File: src/inc/fps_pkg.sv
// Package: shared constants and types for the flash program/erase sequencer
package fps_pkg;
	// ==========================================
	// Register offsets on the device interface
	localparam logic [1:0]  REG_CONTROL      = 2'h0;
	localparam logic [1:0]  REG_KEY          = 2'h1;
	localparam logic [1:0]  REG_TABLE_LOW    = 2'h2;
	localparam logic [1:0]  REG_TABLE_HIGH   = 2'h3;
	// ==========================================
	// Control register fields
	localparam int          BIT_START        = 15;
	localparam int          BIT_OP_WRITE_ENABLE         = 14;
	localparam int          BIT_SEQ_ERR      = 13;
	localparam int          BIT_ERASE        = 6;
	localparam logic [15:0] CONTROL_RESET    = 16'h0000;
	localparam logic [15:0] CONTROL_WMASK    = 16'h604F;
	// ==========================================
	// Unlock key bytes
	localparam logic [7:0]  KEY_FIRST        = 8'h55;
	localparam logic [7:0]  KEY_SECOND       = 8'hAA;
	// ==========================================
	// Operation codes
	localparam logic [3:0]  OP_BULK          = 4'hF;
	localparam logic [3:0]  OP_GEN_SEG       = 4'hD;
	localparam logic [3:0]  OP_SEC_SEG       = 4'hC;
	localparam logic [3:0]  OP_WORD          = 4'h3;
	localparam logic [3:0]  OP_PAGE          = 4'h2;
	localparam logic [3:0]  OP_ROW           = 4'h1;
	localparam logic [3:0]  OP_CONFIG        = 4'h0;
	// ==========================================
	// Geometry
	localparam int          ROW_WORDS        = 64;
	localparam int          PAGE_WORDS       = 512;
	localparam int          ROW_BYTES        = 192;
	localparam int          PAGE_BYTES       = 1536;
	// ==========================================
	// Timing
	localparam int          ROW_OSC_CYCLES   = 11064;
	localparam real         OSC_MHZ          = 7.37;
	localparam real         CLK_MHZ          = 100.0;
	localparam int          ROW_TIME_CYCLES  = int'($ceil(real'(ROW_OSC_CYCLES) * CLK_MHZ / OSC_MHZ));
	// ==========================================
	// Kinds of flash action
	typedef enum logic [3:0] {
		FPS_ACT_NONE,
		FPS_ACT_BULK_ERASE,
		FPS_ACT_GEN_SEG_ERASE,
		FPS_ACT_SEC_SEG_ERASE,
		FPS_ACT_PAGE_ERASE,
		FPS_ACT_CFG_ERASE,
		FPS_ACT_WORD_PROG,
		FPS_ACT_ROW_PROG,
		FPS_ACT_CFG_PROG
	} fps_action_t;
endpackage : fps_pkg

File: src/inc/fps_if.sv
// Interface: processor-side register port between core end and sequencer end
`timescale 1ns/10ps
interface fps_if;
	logic [1:0]  addr;
	logic [15:0] wdata;
	logic        wr;
	logic        rd;
	logic [15:0] rdata;
	logic [23:0] table_addr;
	logic        stall;
	modport device (input addr, input wdata, input wr, input rd, input table_addr,
		output rdata, output stall);
	modport core (output addr, output wdata, output wr, output rd, output table_addr,
		input rdata, input stall);
endinterface : fps_if

File: src/verilog/fps_sequencer.sv
// Sequencer end: control and key registers, row buffer, self-timed flash operations
// Notes on behaviour
// - Row write lasts 11064 cycles of 7.37 MHz.
// - Setting start bit 15 begins the operation.
// - Hardware clears start bit at completion.
// - Software can set start, never clear it.
// - Core writes 0x55 then 0xAA consecutively first.
// - Key register write-only, low byte, reads zero.
// - Write-enable bit 14 gates all operations.
// - Bit 13 flags bad sequence or termination; here only a refused start sets it.
// - Erase bit 6 chooses erase or program.
// - Erase codes: bulk, segments, page, config byte.
// - Program codes: word, row, config byte.
// - Other operation codes are unimplemented, do nothing; here they still stall and run busy for the timed cycle with action NONE.
// - Control bits reset only on power-on.
// - Core stalls for the whole operation.
// - Core erases the page before rewriting rows.
// - Core loads 64 words before each row program.
// - Core presents page address before page erase.
// - Core issues two idle slots after start.
// - Sixty-four word buffer filled sequentially, aligned group.
// - Pages and rows aligned on 1536/192 bytes.
//
// Added by the designer: the strobed register port and the placing of the registers.
`timescale 1ns/10ps
module fps_sequencer #(
	parameter int OP_CYCLES = fps_pkg::ROW_TIME_CYCLES
) (
	input  wire logic      i_mclk,        // System clock
	input  wire logic      i_reset_n,     // Power-on reset, active low
	fps_if.device          bus,           // Core-side register port
	output logic [23:0]    o_flash_addr,  // Target address, aligned for page erase and row program
	output logic [3:0]     o_flash_action,// Action under way
	output logic           o_flash_busy,  // Array operation running
	output logic [23:0]    o_flash_wdata, // Word for word or config program
	output logic [5:0]     o_row_index,   // Buffer read index during row program
	output logic [23:0]    o_row_word     // Buffer word at that index
);
	// Six bits at least, since the buffer index is read from the timer
	localparam int CW = ($clog2(OP_CYCLES + 1) > 6) ? $clog2(OP_CYCLES + 1) : 6;

	if (OP_CYCLES < 1) begin : g_bad_cycles
		$error("OP_CYCLES must be at least one");
	end

	typedef enum logic [1:0] {FPS_ST_IDLE, FPS_ST_RUN, FPS_ST_DONE} fps_state_t;

	// ==========================================
	// Decode of operation field
	function automatic fps_pkg::fps_action_t decode_op(input logic erase, input logic [3:0] op);
		fps_pkg::fps_action_t a;
		a = fps_pkg::FPS_ACT_NONE;
		if (erase) begin
			case (op)
				fps_pkg::OP_BULK:    a = fps_pkg::FPS_ACT_BULK_ERASE;
				fps_pkg::OP_GEN_SEG: a = fps_pkg::FPS_ACT_GEN_SEG_ERASE;
				fps_pkg::OP_SEC_SEG: a = fps_pkg::FPS_ACT_SEC_SEG_ERASE;
				fps_pkg::OP_PAGE:    a = fps_pkg::FPS_ACT_PAGE_ERASE;
				fps_pkg::OP_CONFIG:  a = fps_pkg::FPS_ACT_CFG_ERASE;
				default:             a = fps_pkg::FPS_ACT_NONE;
			endcase
		end else begin
			case (op)
				fps_pkg::OP_WORD:    a = fps_pkg::FPS_ACT_WORD_PROG;
				fps_pkg::OP_ROW:     a = fps_pkg::FPS_ACT_ROW_PROG;
				fps_pkg::OP_CONFIG:  a = fps_pkg::FPS_ACT_CFG_PROG;
				default:             a = fps_pkg::FPS_ACT_NONE;
			endcase
		end
		return a;
	endfunction : decode_op

	// ==========================================
	// Registers
	logic                 start_reg;
	logic                 op_write_enable_reg;
	logic                 err_reg;
	logic                 erase_reg;
	logic [3:0]           op_reg;
	logic [1:0]           key_stage_reg;
	logic [23:0]          buf_mem [fps_pkg::ROW_WORDS];
	logic [15:0]          low_hold_reg;
	logic [23:0]          tbl_addr_reg;
	logic [23:0]          last_word_reg;
	fps_state_t           state_reg;
	logic [CW-1:0]        count_reg;
	logic [15:0]          rdata_reg;
	logic                 stall_reg;

	logic                 wr_ctl;
	logic                 wr_key;
	logic                 start_req;
	logic                 armed;
	fps_pkg::fps_action_t act;

	assign wr_ctl    = bus.wr && (bus.addr == fps_pkg::REG_CONTROL);
	assign wr_key    = bus.wr && (bus.addr == fps_pkg::REG_KEY);
	// Start only taken on a 0->1 write while idle
	assign start_req = wr_ctl && bus.wdata[fps_pkg::BIT_START] && !start_reg;
	// Enable and operation come from the start write itself, which also loads them
	assign armed     = (key_stage_reg == 2'h2) && bus.wdata[fps_pkg::BIT_OP_WRITE_ENABLE];
	assign act       = decode_op(bus.wdata[fps_pkg::BIT_ERASE], bus.wdata[3:0]);

	// ==========================================
	// Key sequence tracker: any other write breaks consecutiveness
	always_ff @(posedge i_mclk or negedge i_reset_n) begin
		if (!i_reset_n) begin
			key_stage_reg <= 2'h0;
		end else if (start_req) begin
			key_stage_reg <= 2'h0;
		end else if (wr_key && bus.wdata[7:0] == fps_pkg::KEY_FIRST) begin
			key_stage_reg <= 2'h1;
		end else if (wr_key && bus.wdata[7:0] == fps_pkg::KEY_SECOND && key_stage_reg == 2'h1) begin
			key_stage_reg <= 2'h2;
		end else if (bus.wr) begin
			key_stage_reg <= 2'h0;
		end
	end

	// ==========================================
	// Control register; i_reset_n is the power-on reset only
	always_ff @(posedge i_mclk or negedge i_reset_n) begin
		if (!i_reset_n) begin
			op_write_enable_reg  <= fps_pkg::CONTROL_RESET[fps_pkg::BIT_OP_WRITE_ENABLE];
			erase_reg <= fps_pkg::CONTROL_RESET[fps_pkg::BIT_ERASE];
			op_reg    <= fps_pkg::CONTROL_RESET[3:0];
		end else if (wr_ctl && !start_reg) begin
			op_write_enable_reg  <= bus.wdata[fps_pkg::BIT_OP_WRITE_ENABLE];
			erase_reg <= bus.wdata[fps_pkg::BIT_ERASE];
			op_reg    <= bus.wdata[3:0];
		end
	end

	always_ff @(posedge i_mclk or negedge i_reset_n) begin
		if (!i_reset_n) begin
			start_reg <= 1'b0;
		end else if (state_reg == FPS_ST_DONE) begin
			start_reg <= 1'b0;
		end else if (start_req && armed) begin
			start_reg <= 1'b1;
		end
	end

	// Error set on a refused start; set wins over a software clear
	always_ff @(posedge i_mclk or negedge i_reset_n) begin
		if (!i_reset_n) begin
			err_reg <= 1'b0;
		end else if (start_req && !armed) begin
			err_reg <= 1'b1;
		end else if (wr_ctl && !bus.wdata[fps_pkg::BIT_SEQ_ERR]) begin
			err_reg <= 1'b0;
		end
	end

	// ==========================================
	// Holding buffer, filled by table writes; low then high latch word
	always_ff @(posedge i_mclk or negedge i_reset_n) begin
		if (!i_reset_n) begin
			low_hold_reg  <= 16'h0000;
			tbl_addr_reg  <= 24'h000000;
			last_word_reg <= 24'h000000;
		end else if (bus.wr && bus.addr == fps_pkg::REG_TABLE_LOW) begin
			low_hold_reg <= bus.wdata;
			tbl_addr_reg <= bus.table_addr;
		end else if (bus.wr && bus.addr == fps_pkg::REG_TABLE_HIGH) begin
			last_word_reg <= {bus.wdata[7:0], low_hold_reg};
		end
	end

	always_ff @(posedge i_mclk) begin
		if (bus.wr && bus.addr == fps_pkg::REG_TABLE_HIGH)
			buf_mem[bus.table_addr[6:1]] <= {bus.wdata[7:0], low_hold_reg};
	end

	// ==========================================
	// Operation timer
	always_ff @(posedge i_mclk or negedge i_reset_n) begin
		if (!i_reset_n) begin
			state_reg <= FPS_ST_IDLE;
			count_reg <= '0;
		end else begin
			case (state_reg)
				FPS_ST_IDLE: begin
					if (start_req && armed) begin
						state_reg <= FPS_ST_RUN;
						count_reg <= CW'(OP_CYCLES - 1);
					end
				end
				FPS_ST_RUN: begin
					if (count_reg == '0)
						state_reg <= FPS_ST_DONE;
					else
						count_reg <= count_reg - 1'b1;
				end
				default: state_reg <= FPS_ST_IDLE;
			endcase
		end
	end

	// ==========================================
	// Outputs and read data
	always_ff @(posedge i_mclk or negedge i_reset_n) begin
		if (!i_reset_n) begin
			stall_reg      <= 1'b0;
			o_flash_busy   <= 1'b0;
			o_flash_action <= 4'h0;
			o_flash_addr   <= 24'h000000;
			o_flash_wdata  <= 24'h000000;
			o_row_index    <= 6'h00;
			o_row_word     <= 24'h000000;
		end else begin
			stall_reg    <= (state_reg == FPS_ST_IDLE && start_req && armed) ||
				(state_reg == FPS_ST_RUN && count_reg != '0);
			o_flash_busy <= (state_reg == FPS_ST_RUN);
			if (state_reg == FPS_ST_IDLE && start_req && armed) begin
				o_flash_action <= 4'(act);
				o_flash_wdata  <= last_word_reg;
				// Page erase aligned to 512-word page, row to 64-word row
				if (act == fps_pkg::FPS_ACT_PAGE_ERASE)
					o_flash_addr <= {tbl_addr_reg[23:10], 10'h000};
				else if (act == fps_pkg::FPS_ACT_ROW_PROG)
					o_flash_addr <= {tbl_addr_reg[23:7], 7'h00};
				else
					o_flash_addr <= tbl_addr_reg;
			end
			o_row_index <= count_reg[5:0];
			o_row_word  <= buf_mem[count_reg[5:0]];
		end
	end

	// Key register always reads zero
	always_ff @(posedge i_mclk or negedge i_reset_n) begin
		if (!i_reset_n) begin
			rdata_reg <= 16'h0000;
		end else if (bus.rd && bus.addr == fps_pkg::REG_CONTROL) begin
			rdata_reg <= {start_reg, op_write_enable_reg, err_reg, 6'h00, erase_reg, 2'h0, op_reg};
		end else begin
			rdata_reg <= 16'h0000;
		end
	end

	assign bus.rdata = rdata_reg;
	assign bus.stall = stall_reg;
endmodule : fps_sequencer

File: src/flat_wrapper.sv
// flat-port wrapper written by rule: the top's interface ports become plain ports
module fps_sequencer_flat 
#(
	parameter int OP_CYCLES = fps_pkg::ROW_TIME_CYCLES
)
  (i_mclk, i_reset_n, o_flash_addr, o_flash_action, o_flash_busy, o_flash_wdata, o_row_index, o_row_word, bus_addr, bus_wdata, bus_wr, bus_rd, bus_table_addr, bus_rdata, bus_stall);
  fps_if bus_i ();
  input  wire logic i_mclk;
  input  wire logic i_reset_n;
  output logic [23:0] o_flash_addr;
  output logic [3:0] o_flash_action;
  output logic o_flash_busy;
  output logic [23:0] o_flash_wdata;
  output logic [5:0] o_row_index;
  output logic [23:0] o_row_word;
  input wire logic [$bits(bus_i.addr)-1:0] bus_addr;
  input wire logic [$bits(bus_i.wdata)-1:0] bus_wdata;
  input wire logic [$bits(bus_i.wr)-1:0] bus_wr;
  input wire logic [$bits(bus_i.rd)-1:0] bus_rd;
  input wire logic [$bits(bus_i.table_addr)-1:0] bus_table_addr;
  output wire logic [$bits(bus_i.rdata)-1:0] bus_rdata;
  output wire logic [$bits(bus_i.stall)-1:0] bus_stall;
  assign bus_i.addr = bus_addr;
  assign bus_i.wdata = bus_wdata;
  assign bus_i.wr = bus_wr;
  assign bus_i.rd = bus_rd;
  assign bus_i.table_addr = bus_table_addr;
  assign bus_rdata = bus_i.rdata;
  assign bus_stall = bus_i.stall;
  fps_sequencer #(.OP_CYCLES(OP_CYCLES)) u_core (.i_mclk(i_mclk), .i_reset_n(i_reset_n), .bus(bus_i), .o_flash_addr(o_flash_addr), .o_flash_action(o_flash_action), .o_flash_busy(o_flash_busy), .o_flash_wdata(o_flash_wdata), .o_row_index(o_row_index), .o_row_word(o_row_word));
endmodule
File: config.mk
export PLATFORM = sky130hd
export DESIGN_NAME = fps_sequencer_flat
export DESIGN_NICKNAME = d
export VERILOG_FILES = /design/src/inc/fps_pkg.sv /design/src/inc/fps_if.sv /design/src/verilog/fps_sequencer.sv /design/src/flat_wrapper.sv
export SDC_FILE = /design/constraint.sdc
export NUM_CORES = 2
export LEC_CHECK = 0
export ABC_AREA = 1
export BUFFER_PORTS_ARGS = -buffer_cell sky130_fd_sc_hd__buf_2
export CORE_UTILIZATION = 45
export CTS_CLUSTER_DIAMETER = 120
export DETAILED_ROUTE_END_ITERATION = 8
export RECOVER_POWER = 100
export SKIP_CTS_REPAIR_TIMING = 1
export SYNTH_ARGS = -nofsm -noshare
export SYNTH_HDL_FRONTEND = slang
export SYNTH_SLANG_ARGS = --single-unit
File: constraint.sdc
create_clock -name i_mclk -period 3.2 [get_ports i_mclk]
set_input_delay 0.64 -clock i_mclk [delete_from_list [all_inputs] [get_ports i_mclk]]
set_output_delay 0.64 -clock i_mclk [all_outputs]
set_load 0.01 [all_outputs]
### Yosys cells after proc, flatten, opt, wreduce, memory -nomap -nowiden

Memories as Yosys holds them, arrays and structs flattened. A register that Yosys moved wholly into a read port is not among the register bits.
Cells that the tools add are included.

| cells by class | value |
|---|---|
| reductions and logical operators | 35 |
| div/mod/pow operators | 0 |
| equality and inequality tests | 20 |
| muxes and demuxes | 22 |
| add/sub/neg operators | 1 |
| magnitude comparators | 0 |
| shifts and indexed selects | 0 |
| bitwise gates (word level) | 1 |
| multiply operators | 0 |

Operators by type and width:

| kind | count |
|---|---|
| $mux 18 | 2 |
| $pmux 18 s2 | 1 |
| $logic_and 1x1->1 | 18 |
| $logic_not 18->1 | 1 |
| $reduce_bool 18->1 | 1 |
| $sub 18x1->18 const B | 1 |
| $mux 16 | 1 |
| $pmux 3 s5 | 1 |
| $eq 4x4->1 const B | 3 |
| $mux 2 | 6 |
| $pmux 4 s3 | 1 |
| $mux 10 | 1 |
| $eq 2x2->1 const B | 4 |
| $eq 4x2->1 const B | 2 |
| $eq 4x3->1 const B | 2 |
| $eq 8x7->1 const B | 1 |
| $eq 8x8->1 const B | 1 |
| $mux 7 | 1 |
| $eq 2x1->1 const B | 3 |
| $mux 1 | 6 |
| $reduce_bool 2->1 | 3 |
| $eq 4x1->1 const B | 1 |
| $logic_not 1->1 | 4 |
| $logic_not 2->1 | 2 |
| 10 further kinds | 12 |

| word-level totals | value |
|---|---|
| output and inout port bits | 100 |
| ROM bits | 0 |
| RAM bits | 1536 |
| flip-flop bits (word level) | 170 |
| bits of input ports | 46 |
| latch bits | 0 |
| memories | 1 |

Memories:

| name | depth | width | read ports | clocked after memory_dff | wr ports | line | RTL |
|---|---|---|---|---|---|---|---|
| u_core.buf_mem | 64 | 24 | 1 | 1 | 1 | fps_sequencer.sv:81 | `logic [23:0] buf_mem [fps_pkg::ROW_WORDS];` |

### Logic depth before layout (Yosys ltp)

| logic depth | value |
|---|---|
| depth in word-level cells | 7 |
| mapped depth | 15 |

### Worst setup path before layout

OpenSTA, ideal clock, no wires.

| path | value |
|---|---|
| path kind | input -> register |
| start point | in bus_addr[1] |
| end point | mem u_core.buf_mem[11][0], enable pin |
| required time | 2.795 ns |
| path slack | 0.271 ns |
| arrival | 2.525 ns |
| path buffers | 1 |
| stages | 5 |
| library setup time | 0.405 ns |
| cell sequence | inv_1 -> nor3_1 -> buf_2 -> nand4_1 -> nor2_1 |

| between the ends | value |
|---|---|
| longest elaborated chain between the ends | 4 |

RTL lines:

| what | line | RTL |
|---|---|---|
| from (decl) | flat_wrapper.sv:16 | `input wire logic [$bits(bus_i.addr)-1:0] bus_addr;` |
| $eq 2x2->1 | fps_sequencer.sv:171 | `if (bus.wr && bus.addr == fps_pkg::REG_TABLE_HIGH)` |
| $logic_and 1x1->1 | fps_sequencer.sv:171 |  |
| $mux 1 | fps_sequencer.sv:171 |  |
| $mux 1 (implied by the code) | fps_sequencer.sv:172 | `buf_mem[bus.table_addr[6:1]] <= {bus.wdata[7:0], low_hold_reg};` |
| to (decl) | fps_sequencer.sv:81 |  |

No other way between the ends.

### Worst setup path in the final report

| path | value |
|---|---|
| start point | in bus_addr[1] |
| end point | mem u_core.buf_mem[63][1], enable pin |

The elaborated chain is that of the path after synthesis.

==> run metrics <==
ratio of total power to cell area=576 nW/um2; chip height=403 um; type of origin of the critical path=input pin; unrepaired setup endpoints after global routing=false; estimated wirelength of the detail-placed design=122000 um; DIE WIDTH=403 um; Period minus WS final=3.06 ns; # clock sinks=1722; Peak VDD IR=0.000577 V; pin count of the biggest net entering global routing=120; worst skew pair latency=0.81 ns; cell types with the largest area share after synthesis=sky130_fd_sc_hd__edfxtp_1, sky130_fd_sc_hd__nand2_1, sky130_fd_sc_hd__dfrtp_1, sky130_fd_sc_hd__nand3_1, sky130_fd_sc_hd__inv_1; Placeable Area=159000 um2; final setup violation count=0; fraction of final layout cells with drive strength greater than 1=7.64%; 1st-iter DRT viols=5396; total of buffers placed on input and output ports=137; CP required=3.63 ns; number of synthesized flops with an enable pin=1536; final wirelength=202000 um; Int Pwr=36.9 mW; slew margin rel.=-45.9%; most area-hungry cell type in the Yosys netlist=sky130_fd_sc_hd__edfxtp_1; CTS Root Buffer Type=sky130_fd_sc_hd__clkbuf_16; synthesized flop and latch total=1722; vias in the first global route=46.3k; die area=162000 um2; critical path capture point type=register; top fanout value on the critical path=24; result of the run=complete, but fails checks; remaining number of nets flagged by the antenna check after routing=0; Initial Util=45.5%; Clock transition at path regs=0.06 ns; async set or reset register ratio after synthesis=10.8%; clock share of power=43.0%; proportion of power drawn by combinational gates=2.3%; Vias per Instance=5.24; mean post-synth cell area=10.5 um2; utilization after layout=51.3%; drt first pass iters=5; All-Layer GR Usage=24.9%; antenna violations before repair=10; first-pass GRT wire length=300000 um; worst hold slack=0.0596 ns; Min-Delay Path Class=input pin to register; maximum achievable frequency=327 MHz; Sequential Power Share=54.7%; area fraction of the dominant cell type after synthesis=63.7%; most frequent cells in the layout=sky130_fd_sc_hd__nand2_1, sky130_fd_sc_hd__edfxtp_1, sky130_fd_sc_hd__inv_1, sky130_fd_sc_hd__nand3_1, sky130_fd_sc_hd__nor2_1; total gr overflow=0; combined area of all synthesized cells=72400 um2; Worst Max-Slew Pin Slew=2.19 ns; setup TNS after final layout=0 ns; synth unique cells=34; kind of critical path=input pin to register; total count of max-transition violations in the final report=950; routability-driven placement congestion ratio=0.886; max FFs per register=1536; final count of hold timing violations=0; vias after detailed routing=48.9k; deepest clock path buffer count=3; Place WS=0.266 ns; number of maximum-capacitance constraint violations=25; sequential element share of the synthesized area=70.2%; fin crit share=95.6%; gate count of the mapped netlist=6909; count of warnings emitted by yosys=0; number of rows created at floorplan=146; most common library cell in the layout ignoring fill and taps=sky130_fd_sc_hd__nand2_1; final net count=7158; routed length per placed instance=21.7 um; predominant post-synthesis flop cell=sky130_fd_sc_hd__edfxtp_1; count of H-tree levels built during CTS=4; P_sw=10.1 mW; Cell Count, Final, Fillers Out=9335; maximum clock skew at final layout=0.0265 ns; dpl cells=9002; number of clock buffers inserted by TritonCTS=178; endpoint arrival time on the critical path=3.49 ns; final critical-path setup slack=0.140 ns; signed area change from the synthesized netlist to the final layout=12.7%; DRC violations left=0; I/O Pins=146; reported leakage power=33.5 nW; switching share of total power=21.5%; failing checks=capacitance limit, slew limit; TritonCTS clock tree=done
power by group through the flow:
stage / combinational (mW) / sequential [mW] / clock [mW]
after floorplan: 0.218 / 26.0 / 0
after global placement: 1.18 / 26.1 / 0
after detailed placement: 1.21 / 26.1 / 0
after CTS: 1.21 / 25.7 / 20.5
after global routing: 1.17 / 25.7 / 21.4
final: 1.09 / 25.7 / 20.2
final timing paths:
| check | start | end | slack, ns | cells after the start |
|---|---|---|---|---|
| worst max-delay path | bus_addr[1] | u_core.buf_mem[63][1] | 0.14 | 8 |
| min in group asynchronous | i_reset_n | u_core.o_flash_addr[9] | 0.82 | 2 |
| max in group asynchronous | i_reset_n | u_core.o_row_word[16] | 1.20 | 3 |
| worst min-delay path | bus_table_addr[11] | u_core.tbl_addr_reg[11] | 0.06 | 2 |
| worst min register to register | u_core.tbl_addr_reg[12] | u_core.o_flash_addr[12] | 0.47 | 2 |
| worst max register to register | u_core.count_reg[1] | u_core.o_row_word[2] | 0.25 | 12 |
cell families after synthesis:
kind of cell | synth area share, %
fa+ha+maj | 0.0173
xor+xnor | 0.0605
other cells | 0.00518
flops | 70.2
buf+inv | 6.66
simple gates | 20.6
mux | 0.280
compound gates | 2.24
worst max-delay path: stages:
cell	delay (ns)
sky130_fd_sc_hd__clkbuf_1	0.15
sky130_fd_sc_hd__inv_1	0.08
sky130_fd_sc_hd__nor3_1	0.24
sky130_fd_sc_hd__clkbuf_1	0.87
sky130_fd_sc_hd__nand4_1	0.15
sky130_fd_sc_hd__clkbuf_1	0.52
sky130_fd_sc_hd__nor2_2	0.20
sky130_fd_sc_hd__buf_2	0.59
routing by layer:
layer,share of wire [%],track usage (%),vias to the layer above
met5,0,0,-
met4,2.9,7.36,0
met3,9.0,5.13,284
met2,45,38.8,1951
met1,43,35.3,23800
li1,-,-,22900
final cells by class:
class / instances / area, um2
Inverter: 825 / 3110
Timing Repair Buffer: 367 / 2530
Clock buffer: 231 / 4860
Tap cell: 2072 / 2590
Sequential cell: 1722 / 50800
Fill cell: 14100 / 77400
Antenna cell: 3 / 7.51
Clock inverter: 98 / 805
Multi-Input combinational cell: 4017 / 16900
synth_stat cells, drive strengths merged (2+ instances only):
cell type / number
nand2: 2318
edfxtp: 1536
inv: 824
nand3: 728
nor2: 550
buf: 277
o21ai: 257
dfrtp: 186
clkbuf: 75
a21oi: 58
or2: 24
and2: 22
mux2: 18
nand4: 16
xor2: 4
nor3: 3
nor4: 3
a21o: 2
stage by stage:
stage / area, um2 / power (mW)
after floorplan: 72400 / 26.2
after global placement: 76700 / 27.3
after detailed placement: 76700 / 27.3
after CTS: 82400 / 47.4
after global routing: 81600 / 48.3
final: 81600 / 47.0
(Power assumes the default switching activity.)
